## src/rdp_cfg.svh

```systemverilog
// Constants of the RAM disk host port: offsets, field positions, reset values, sizes.
// Assumes inclusion by bare name from every file that needs a constant.
// Function
// Claim host I/O with io_request, A7 high, A1-A6 low
// Address bit zero picks select; needs upper match
// Odd address read gives status read strobe
// Odd address write is command write
// Even address read gives data read strobe
// Even address write is data write
// Two 8-bit buffers, one per direction
// Buffers capture on rising latch strobe
// Buffers drive bus only while out_drive_n low
// Input buffer latches host odd-address writes; code also passes even-address writes, tagged by kind
// Local port 03 read returns input buffer
// Handshake set on port 03 read, cleared reset/01
// Local port 01 read gives jumper, protect switch
// Local port 03 read returns held byte
// Port 00 write loads output, sets waiting flag
// Boot ROM plus banked DRAM beyond 64 KB
// Reset clears both bank latch outputs low
// Power-on mapping: high bank 1, pair 0
// NAND upper-zero detect with high bank select
// After reset address 0000 hits boot ROM
// Bank latch written via local ports 02, 03
// Top 64 bytes always map to common DRAM
`ifndef RDP_CFG_SVH
`define RDP_CFG_SVH
// Host I/O offsets
`define RDP_HOST_DATA_PORT 8'h80
`define RDP_HOST_CMD_STATUS_PORT 8'h81
// Local I/O ports
`define RDP_LOCAL_OUT_PORT 8'h00
`define RDP_LOCAL_SWITCH_PORT 8'h01
`define RDP_LOCAL_BANK_PAIR_PORT 8'h02
`define RDP_LOCAL_INPUT_PORT 8'h03
// Status byte bit positions
`define RDP_STAT_OUT_FULL_BIT 0
`define RDP_STAT_BUSY_BIT 1
`define RDP_STAT_IN_FULL_BIT 2
// Switch byte bit positions
`define RDP_SW_JUMPER_BIT 0
`define RDP_SW_PROTECT_BIT 1
`define RDP_SW_CMD_TAG_BIT 2
// Reset values
`define RDP_BYTE_RESET 8'h00
`define RDP_BANK_RESET 1'b0
// FIFO shape: tag bit plus byte, eight entries
`define RDP_FIFO_WIDTH 9
`define RDP_FIFO_DEPTH 8
// Common area: address bits 15..6 all ones
`define RDP_COMMON_MASK 10'h3ff
`endif

```

## src/rdp_pkg.sv

```systemverilog
// Types shared by the RAM disk host port modules.
// Assumes rdp_cfg.svh sits in the same folder.
`include "rdp_cfg.svh"
package rdp_pkg;
	typedef logic [7:0] rdp_byte_type; // One bus byte
	typedef struct packed {
		logic cmd; // High when the byte came in as a command
		rdp_byte_type data; // Byte itself
	} rdp_entry_type;
endpackage : rdp_pkg

```

## src/rdp_fifo_if.sv

```systemverilog
// Carrier between the host port and its input FIFO.
// Assumes a single clock shared by both ends.
`timescale 1ns/1ps
`default_nettype none
interface rdp_fifo_if;
	logic push_valid; // Entry offered
	logic push_ready; // Room for it
	rdp_pkg::rdp_entry_type push_data; // Entry pushed
	logic pop_valid; // Head present
	logic pop_ready; // Head taken
	rdp_pkg::rdp_entry_type pop_data; // Head entry
	modport user (output push_valid, output push_data, input push_ready,
		input pop_valid, input pop_data, output pop_ready);
	modport store (input push_valid, input push_data, output push_ready,
		output pop_valid, output pop_data, input pop_ready);
endinterface : rdp_fifo_if
`default_nettype wire

```

## src/rdp_fifo.sv

```systemverilog
// Flip-flop FIFO holding host bytes for the local processor.
// Assumes one clock; full and empty are exact; the host port ignores push_ready, so a push while full is dropped.
`timescale 1ns/1ps
`default_nettype none
`include "rdp_cfg.svh"
module rdp_fifo #(
	parameter int WIDTH = `RDP_FIFO_WIDTH,
	parameter int DEPTH = `RDP_FIFO_DEPTH
) (
	input wire logic clk,
	input wire logic rstn,
	rdp_fifo_if.store port
);
	localparam int AW = $clog2(DEPTH);
	logic [WIDTH-1:0] mem_reg [DEPTH]; // Storage, indexed by pointer
	logic [AW-1:0] wr_ptr_reg; // Next slot to write
	logic [AW-1:0] rd_ptr_reg; // Head slot
	logic [AW:0] count_reg; // Entries held
	wire push_go = port.push_valid && port.push_ready; // Accepted push
	wire pop_go = port.pop_ready && port.pop_valid; // Accepted pop
	assign port.push_ready = (count_reg != DEPTH[AW:0]);
	assign port.pop_valid = (count_reg != '0);
	assign port.pop_data = mem_reg[rd_ptr_reg];
	// Storage write; no reset needed since count gates reads
	always_ff @(posedge clk) begin
		if (push_go) begin
			mem_reg[wr_ptr_reg] <= port.push_data;
		end
	end
	// Pointers and occupancy; wrap works because depth is a power of two
	always_ff @(posedge clk or negedge rstn) begin
		if (!rstn) begin
			wr_ptr_reg <= '0;
			rd_ptr_reg <= '0;
			count_reg <= '0;
		end else begin
			if (push_go) wr_ptr_reg <= wr_ptr_reg + 1'b1;
			if (pop_go) rd_ptr_reg <= rd_ptr_reg + 1'b1;
			count_reg <= count_reg + {{AW{1'b0}}, push_go} - {{AW{1'b0}}, pop_go};
		end
	end
endmodule : rdp_fifo
`default_nettype wire

```

## src/rdp_port.sv

```systemverilog
// Host port of the RAM disk unit: host I/O decode, buffers, handshake, bank control.
// Assumes host pins are asynchronous to clk; local processor bus is synchronous to clk.
`timescale 1ns/1ps
`default_nettype none
`include "rdp_cfg.svh"
module rdp_port (
	input wire logic clk,
	input wire logic rstn,
	// Host processor bus pins
	input wire logic host_reset_n,
	input wire logic [7:0] host_addr,
	input wire logic host_io_request_n,
	input wire logic host_rd_n,
	input wire logic host_wr_n,
	input wire logic [7:0] host_data_in,
	output logic [7:0] host_data_out,
	output logic host_data_oe,
	// Decoder selects and strobes
	output logic host_sel_even,
	output logic host_sel_odd,
	output logic status_read,
	output logic command_write,
	output logic data_read,
	output logic data_write,
	output logic host_input_ready,
	// Local processor bus
	input wire logic [15:0] local_addr,
	input wire logic local_io_request_n,
	input wire logic local_mreq_n,
	input wire logic local_rd_n,
	input wire logic local_wr_n,
	input wire logic [7:0] local_data_in,
	output logic [7:0] local_data_out,
	output logic local_data_oe,
	// Straps
	input wire logic capacity_jumper,
	input wire logic write_protect_switch,
	// Memory mapping
	output logic boot_rom_select,
	output logic dram_select,
	output logic dram_bank_high,
	output logic bank_pair_select,
	output logic high_bank_select
);
	// Synchroniser for all asynchronous pins
	localparam int SW = 22;
	logic [SW-1:0] sync1_reg; // First stage, read only by second stage
	logic [SW-1:0] sync2_reg; // Second stage, safe to use
	wire [SW-1:0] pins = {host_reset_n, host_addr, host_io_request_n, host_rd_n,
		host_wr_n, host_data_in, capacity_jumper, write_protect_switch};
	always_ff @(posedge clk or negedge rstn) begin
		if (!rstn) begin
			sync1_reg <= {SW{1'b1}};
			sync2_reg <= {SW{1'b1}};
		end else begin
			sync1_reg <= pins;
			sync2_reg <= sync1_reg;
		end
	end
	// Named fields of the synchronised pins
	wire hs_reset_n = sync2_reg[21];
	wire [7:0] hs_addr = sync2_reg[20:13];
	wire hs_io_request_n = sync2_reg[12];
	wire hs_rd_n = sync2_reg[11];
	wire hs_wr_n = sync2_reg[10];
	wire [7:0] hs_data = sync2_reg[9:2];
	wire hs_jumper = sync2_reg[1];
	wire hs_protect = sync2_reg[0];

	// Host address decode: only 80h and 81h are claimed
	wire upper_match = !hs_io_request_n && hs_addr[7] && (hs_addr[6:1] == 6'h00);
	wire sel_even_next = upper_match && !hs_addr[0];
	wire sel_odd_next = upper_match && hs_addr[0];
	// Strobe decode from the select and the read/write lines
	wire stat_rd_next = sel_odd_next && !hs_rd_n;
	wire cmd_wr_next = sel_odd_next && !hs_wr_n;
	wire dat_rd_next = sel_even_next && !hs_rd_n;
	wire dat_wr_next = sel_even_next && !hs_wr_n;

	// Registered decode outputs; previous values also mark strobe ends
	always_ff @(posedge clk or negedge rstn) begin
		if (!rstn) begin
			host_sel_even <= 1'b0;
			host_sel_odd <= 1'b0;
			status_read <= 1'b0;
			command_write <= 1'b0;
			data_read <= 1'b0;
			data_write <= 1'b0;
		end else begin
			host_sel_even <= sel_even_next;
			host_sel_odd <= sel_odd_next;
			status_read <= stat_rd_next;
			command_write <= cmd_wr_next;
			data_read <= dat_rd_next;
			data_write <= dat_wr_next;
		end
	end
	// Write strobe end acts as the latch strobe rising edge
	wire cmd_wr_end = command_write && !cmd_wr_next;
	wire dat_wr_end = data_write && !dat_wr_next;
	// Data read end empties the output buffer
	wire dat_rd_end = data_read && !dat_rd_next;
	// Data captured one cycle before the strobe ended, still valid on the bus
	logic [7:0] host_data_hold_reg; // Host byte seen while strobe active
	always_ff @(posedge clk or negedge rstn) begin
		if (!rstn) host_data_hold_reg <= `RDP_BYTE_RESET;
		else host_data_hold_reg <= hs_data;
	end

	// Host reset from the pin, synchronised
	wire host_reset = !hs_reset_n;

	// Input FIFO in the host-to-local path
	rdp_fifo_if fifo_bus ();
	rdp_fifo #(
		.WIDTH(`RDP_FIFO_WIDTH),
		.DEPTH(`RDP_FIFO_DEPTH)
	) u_fifo (
		.clk(clk),
		.rstn(rstn),
		.port(fifo_bus)
	);
	// Both host write kinds enter the input path, tagged by kind
	assign fifo_bus.push_valid = cmd_wr_end || dat_wr_end;
	// One driver for the whole entry: tag bit on top, byte below
	assign fifo_bus.push_data = {cmd_wr_end, host_data_hold_reg};

	// Local I/O decode; strobes are levels, actions fire on the leading edge
	wire local_io_rd = !local_io_request_n && !local_rd_n;
	wire local_io_wr = !local_io_request_n && !local_wr_n;
	wire [7:0] lport = local_addr[7:0];
	wire rd_sw_lvl = local_io_rd && (lport == `RDP_LOCAL_SWITCH_PORT);
	wire rd_in_lvl = local_io_rd && (lport == `RDP_LOCAL_INPUT_PORT);
	wire wr_out_lvl = local_io_wr && (lport == `RDP_LOCAL_OUT_PORT);
	wire wr_sw_lvl = local_io_wr && (lport == `RDP_LOCAL_SWITCH_PORT);
	wire wr_pair_lvl = local_io_wr && (lport == `RDP_LOCAL_BANK_PAIR_PORT);
	wire wr_high_lvl = local_io_wr && (lport == `RDP_LOCAL_INPUT_PORT);
	logic local_rd_prev_reg; // Previous local I/O read level
	logic local_wr_prev_reg; // Previous local I/O write level
	always_ff @(posedge clk or negedge rstn) begin
		if (!rstn) begin
			local_rd_prev_reg <= 1'b0;
			local_wr_prev_reg <= 1'b0;
		end else begin
			local_rd_prev_reg <= local_io_rd;
			local_wr_prev_reg <= local_io_wr;
		end
	end
	wire rd_start = local_io_rd && !local_rd_prev_reg;
	wire wr_start = local_io_wr && !local_wr_prev_reg;
	wire rd_in_go = rd_in_lvl && rd_start;
	wire wr_out_go = wr_out_lvl && wr_start;
	wire wr_sw_go = wr_sw_lvl && wr_start;
	wire wr_pair_go = wr_pair_lvl && wr_start;
	wire wr_high_go = wr_high_lvl && wr_start;
	// Port 03 read takes the FIFO head into the input buffer
	assign fifo_bus.pop_ready = rd_in_go;

	// Input buffer: last byte handed to the local processor
	logic [7:0] in_buf_reg;
	logic in_cmd_reg; // Kind of that byte
	always_ff @(posedge clk or negedge rstn) begin
		if (!rstn) begin
			in_buf_reg <= `RDP_BYTE_RESET;
			in_cmd_reg <= 1'b0;
		end else if (rd_in_go && fifo_bus.pop_valid) begin
			in_buf_reg <= fifo_bus.pop_data.data;
			in_cmd_reg <= fifo_bus.pop_data.cmd;
		end
	end

	// Output buffer and its waiting flag
	logic [7:0] out_buf_reg;
	logic out_full_reg; // Byte waiting for the host
	always_ff @(posedge clk or negedge rstn) begin
		if (!rstn) out_buf_reg <= `RDP_BYTE_RESET;
		else if (wr_out_go) out_buf_reg <= local_data_in;
	end
	// Set wins over the host's read so a new byte is never lost
	always_ff @(posedge clk or negedge rstn) begin
		if (!rstn) out_full_reg <= 1'b0;
		else if (wr_out_go) out_full_reg <= 1'b1;
		else if (dat_rd_end || host_reset) out_full_reg <= 1'b0;
	end

	// Handshake flip-flop: busy while the local side works on a byte
	logic busy_reg;
	always_ff @(posedge clk or negedge rstn) begin
		if (!rstn) busy_reg <= 1'b0;
		else if (rd_in_go) busy_reg <= 1'b1;
		else if (host_reset || wr_sw_go) busy_reg <= 1'b0;
	end

	// Status byte seen by the host
	wire [7:0] status_byte = (8'h01 << `RDP_STAT_OUT_FULL_BIT) & {8{out_full_reg}}
		| (8'h01 << `RDP_STAT_BUSY_BIT) & {8{busy_reg}}
		| (8'h01 << `RDP_STAT_IN_FULL_BIT) & {8{!fifo_bus.push_ready}};

	// Host bus drive: only during a claimed read, high impedance otherwise
	wire host_drive_n = !(stat_rd_next || dat_rd_next);
	wire [7:0] host_out_next = stat_rd_next ? status_byte : out_buf_reg;
	always_ff @(posedge clk or negedge rstn) begin
		if (!rstn) begin
			host_data_out <= `RDP_BYTE_RESET;
			host_data_oe <= 1'b0;
		end else begin
			host_data_out <= host_drive_n ? `RDP_BYTE_RESET : host_out_next;
			host_data_oe <= !host_drive_n;
		end
	end
	// Room flag for the host; software polls it before writing
	always_ff @(posedge clk or negedge rstn) begin
		if (!rstn) host_input_ready <= 1'b0;
		else host_input_ready <= fifo_bus.push_ready;
	end

	// Switch byte for local port 01
	wire [7:0] switch_byte = (8'h01 << `RDP_SW_JUMPER_BIT) & {8{hs_jumper}}
		| (8'h01 << `RDP_SW_PROTECT_BIT) & {8{hs_protect}}
		| (8'h01 << `RDP_SW_CMD_TAG_BIT) & {8{in_cmd_reg}};
	// Local bus drive; port 03 returns the FIFO head during the popping read
	wire local_drive_n = !(rd_sw_lvl || rd_in_lvl);
	wire [7:0] in_view = (rd_in_go && fifo_bus.pop_valid) ? fifo_bus.pop_data.data
		: in_buf_reg;
	wire [7:0] local_out_next = rd_sw_lvl ? switch_byte : in_view;
	always_ff @(posedge clk or negedge rstn) begin
		if (!rstn) begin
			local_data_out <= `RDP_BYTE_RESET;
			local_data_oe <= 1'b0;
		end else begin
			local_data_out <= local_drive_n ? local_data_out : local_out_next;
			local_data_oe <= !local_drive_n;
		end
	end

	// Bank latch; reset leaves both outputs low, the boot mapping
	always_ff @(posedge clk or negedge rstn) begin
		if (!rstn) begin
			bank_pair_select <= `RDP_BANK_RESET;
			high_bank_select <= `RDP_BANK_RESET;
		end else if (host_reset) begin
			bank_pair_select <= `RDP_BANK_RESET;
			high_bank_select <= `RDP_BANK_RESET;
		end else begin
			if (wr_pair_go) bank_pair_select <= local_data_in[0];
			if (wr_high_go) high_bank_select <= local_data_in[0];
		end
	end

	// Memory decode of the local address
	wire upper_zero = (local_addr[15:12] == 4'h0);
	wire rom_term = !(upper_zero && high_bank_select);
	wire rom_next = !local_mreq_n && upper_zero && rom_term;
	wire common_hit = (local_addr[15:6] == `RDP_COMMON_MASK);
	// Low latch state maps the high bank; the ROM shadows its first 4 KB
	wire bank_next = common_hit || !high_bank_select || bank_pair_select;
	// Registered so every output comes from a flip-flop; adds one cycle
	always_ff @(posedge clk or negedge rstn) begin
		if (!rstn) begin
			boot_rom_select <= 1'b0;
			dram_select <= 1'b0;
			dram_bank_high <= 1'b0;
		end else begin
			boot_rom_select <= rom_next;
			dram_select <= !local_mreq_n && !rom_next;
			dram_bank_high <= bank_next;
		end
	end
endmodule : rdp_port
`default_nettype wire

```

## config.mk

```make
export PLATFORM = sky130hd
export DESIGN_NAME = rdp_port
export DESIGN_NICKNAME = d
export VERILOG_FILES = /design/src/rdp_pkg.sv /design/src/rdp_fifo_if.sv /design/src/rdp_fifo.sv /design/src/rdp_port.sv
export VERILOG_INCLUDE_DIRS = /design/src
export SDC_FILE = /design/constraint.sdc
export NUM_CORES = 1
export LEC_CHECK = 0
export BUFFER_PORTS_ARGS = -buffer_cell sky130_fd_sc_hd__buf_4
export CAP_MARGIN = 20
export CORE_MARGIN = 2
export CORE_UTILIZATION = 44
export CTS_CLUSTER_DIAMETER = 60
export DETAILED_ROUTE_END_ITERATION = 10
export REMOVE_ABC_BUFFERS = 1
export SLEW_MARGIN = 40
export SYNTH_ARGS = -nofsm -noshare
export SYNTH_HDL_FRONTEND = slang
export SYNTH_HIERARCHICAL = 1
export SYNTH_SLANG_ARGS = --single-unit
```

## constraint.sdc

```tcl
create_clock -name clk -period 4 [get_ports clk]
set_input_delay 0.2 -clock clk [delete_from_list [all_inputs] [get_ports clk]]
set_output_delay 0.2 -clock clk [all_outputs]
set_load 0.05 [all_outputs]
```

==> flow_summary.ini <==
[floorplan]
dieArea_um2 = 16800
initial_utilization_pct = 45.2
die_h_um = 129
design.core.area_um2 = 15300
ioPinCount = 82
die_w_um = 129
rows = 45

[clock_network]
clock_sinks = 185
cts.clk_slew.worst_paths_ns = 0.07
cts_buffers = 17
cts_max_level = 4
insertion_delay_ns = 0.43
clock_tree.root_cell = clkbuf_16
cts_hold_buffers = 35
cts_resized = 0
cts_tree = yes
post-cts-setup-buffers = 0
cts_buffer_depth = 2

[flow_run]
cap_violations = 0

[cells_and_area]
layout_common_cells = 84 x buf_4, 72 x edfxtp_1, 68 x dfrtp_1, 44 x dfstp_2, 35 x dlygate4sd3_1
fillers = 1227
largest_reg_flops = 72
final_common_cell = buf_4
nets = 571
n_antenna_cell = 0
fin_util_pct = 57.2
areaGrowthSynthToFinish_pct = 26.4
drive_above_1_share_pct = 43.2

[grt]
top_usage_layer = met2
grt_max_degree = 83
grt_pass1_vias = 3696
grt_util_met3_pct = 5.33
grtUsageMet1_pct = 20.2
grt_pass1_wl_um = 19300
track_usage_pct = 15.4
antenna_found_initial = 0
grt_overflow = 0
use_met2_pct = 24.4

[routing]
ant_nets = 0
viasPerCell = 4.95
firstDrtPassIters = 5
drc = 0
num_vias = 3636
first_iter_violations = 214
wire_per_inst_um = 16.3
totalWireLength_um = 12000

[sta]
rsz0062_at_grt = no
period_needed_ns = 2.88
max_freq_mhz = 347
hold_violations = 0
worst_pin_slew_ns = 0.643
fin_setup_tns_ns = 0
fin_skew_ns = 0.00790
slew_headroom_pct = 57.2
setup_viol = 0
drv_slew = 0
post-route-period-util_pct = 72.0

[logic_synthesis]
netlist-cell-type-count = 51
synth-compound-area-share_pct = 2.58
synthSimpleGateAreaFrac_pct = 7.04
synthAdderAreaFrac_pct = 1.73
synth_xor_area_share_pct = 0.758
synth.avg_cell_area_um2 = 18.1
muxShareOfSynthArea_pct = 13.3
synth_edf_count = 72
synthCells = 383
ys_ff_latch = 185
yosysWarnings = 6
synth_flop_cell = edfxtp_1
async_reset_ff_share_pct = 61.1
ys_seq_area_share_pct = 72.8
synth_top_family_by_area = multiplexers
syn_area_um2 = 6930

[critical_path]
critPathMaxStageDelay_ns = 0.51
crit_buf_inv = 1
arrival_ns = 3.24
critical_path_peak_fanout = 11
worstSetupPathType = flop to flop
critPathTopFamily = simple AND/OR/NAND/NOR gates
cp.required_ns = 4.36
path_cells = or4b_4 > or2_4 > o32a_1 > nand2_1 > ha_1 > inv_1 > ha_1 > a21o_1 > a21oi_1 > xor2_1
start_kind = flop
cp_common_cell = ha_1
cp-end-kind = flop
cp.depth = 10
rr_worst_depth = 10
crit_slowest_cell = dfstp_2

[worst_hold_path]
hold_path_depth = 3
hold_path_class = input port to flop

[placed_design]
finalWeightedCongestion = 0.728
dpl.hpwl_um = 8000
numPortBuffers = 81

[status]
outcome = complete, no violations

[power]
power.density_nw_per_um2 = 455
p_leak_nw = 3.61
peakVddDrop_mv = 0.325
## power by group
part	total [mW]	internal [mW]	leakage, nW	switching (mW)
Clock	1.69	0.915	0.302	0.775
Sequential	2.07	2.04	2.03	0.0336
Combinational	0.222	0.116	1.28	0.106
## final timing paths
check                                         from                       endpoint  slack [ns]
max                        sync2_reg[20]$_DFF_PN1_  u_fifo/count_reg[3]$_DFF_PN0_        1.12
min                                 local_addr[15]      boot_rom_select$_DFF_PN0_        0.03
max reg2reg                sync2_reg[20]$_DFF_PN1_  u_fifo/count_reg[3]$_DFF_PN0_        1.12
min reg2reg                sync1_reg[14]$_DFF_PN1_        sync2_reg[14]$_DFF_PN1_        0.35
max in group asynchronous                     rstn        sync1_reg[12]$_DFF_PN1_        2.81
min in group asynchronous                     rstn     host_data_out[4]$_DFF_PN0_        0.17
## layout make-up
type	instances	area (um2)	area share [%]
clock buffer	18	439	5.01
inverter	10	37.5	0.429
multi-input combinational	175	1780	20.3
sequential	185	5050	57.6
clock inverter	14	173	1.97
tap	211	264	3.01
timing repair buffer	121	1020	11.6
## cells by family (layout without fill, tap and decap cells)
| kind of cell | after synthesis | count (layout) |
|---|---|---|
| AND/OR/NAND/NOR | 79 | 79 |
| AO/OA/AOI/OAI | 22 | 22 |
| multiplexers | 59 | 59 |
| XOR/XNOR | 6 | 6 |
| flip-flops | 185 | 185 |
| buffers and inverters | 23 | 163 |
| adder cells (fa/ha/maj) | 9 | 9 |
## cells in the mapped netlist, drive strengths merged, types with 5 or more instances
master | n | share of area [%]
ha | 8 | 1.4
mux2 | 32 | 5.7
and2 | 5 | 0.45
nand3 | 7 | 0.51
nor2 | 13 | 0.70
dfstp | 44 | 17
inv | 10 | 0.54
clkbuf | 7 | 0.40
nand2b | 7 | 0.63
mux4 | 18 | 6.3
o31ai | 11 | 1.2
buf | 6 | 0.81
edfxtp | 72 | 31
mux2i | 9 | 1.3
nand2 | 10 | 0.54
dfrtp | 69 | 25
nor3 | 11 | 0.79
## worst min-delay path, stage by stage
cell and delay (ns):
buf_4 0.08, or4_1 0.10, nor3_1 0.05
## routing by layer
metal,routed length (um),part of all wire (%),up-vias
met3,649,5.4,14
met5,0,0,-
met1,5390,45,1846
met2,5780,48,81
li1,-,-,1695
met4,155,1.3,0
## per-stage QoR
step                cell area (um2)  hold WS [ns]  power [mW]  std cells  setup WS (ns)
floorplan                      6850       -0.0956        2.20        370           1.29
global placement               7750         0.308        2.29        666           1.19
detailed placement             7760         0.296        2.30        666           1.12
CTS                            8720        0.0134        4.03        733           1.11
global route                   8760        0.0380        4.13        734          0.966
finish                         8760        0.0320        3.98        734           1.12
(Power assumes the default switching activity.)
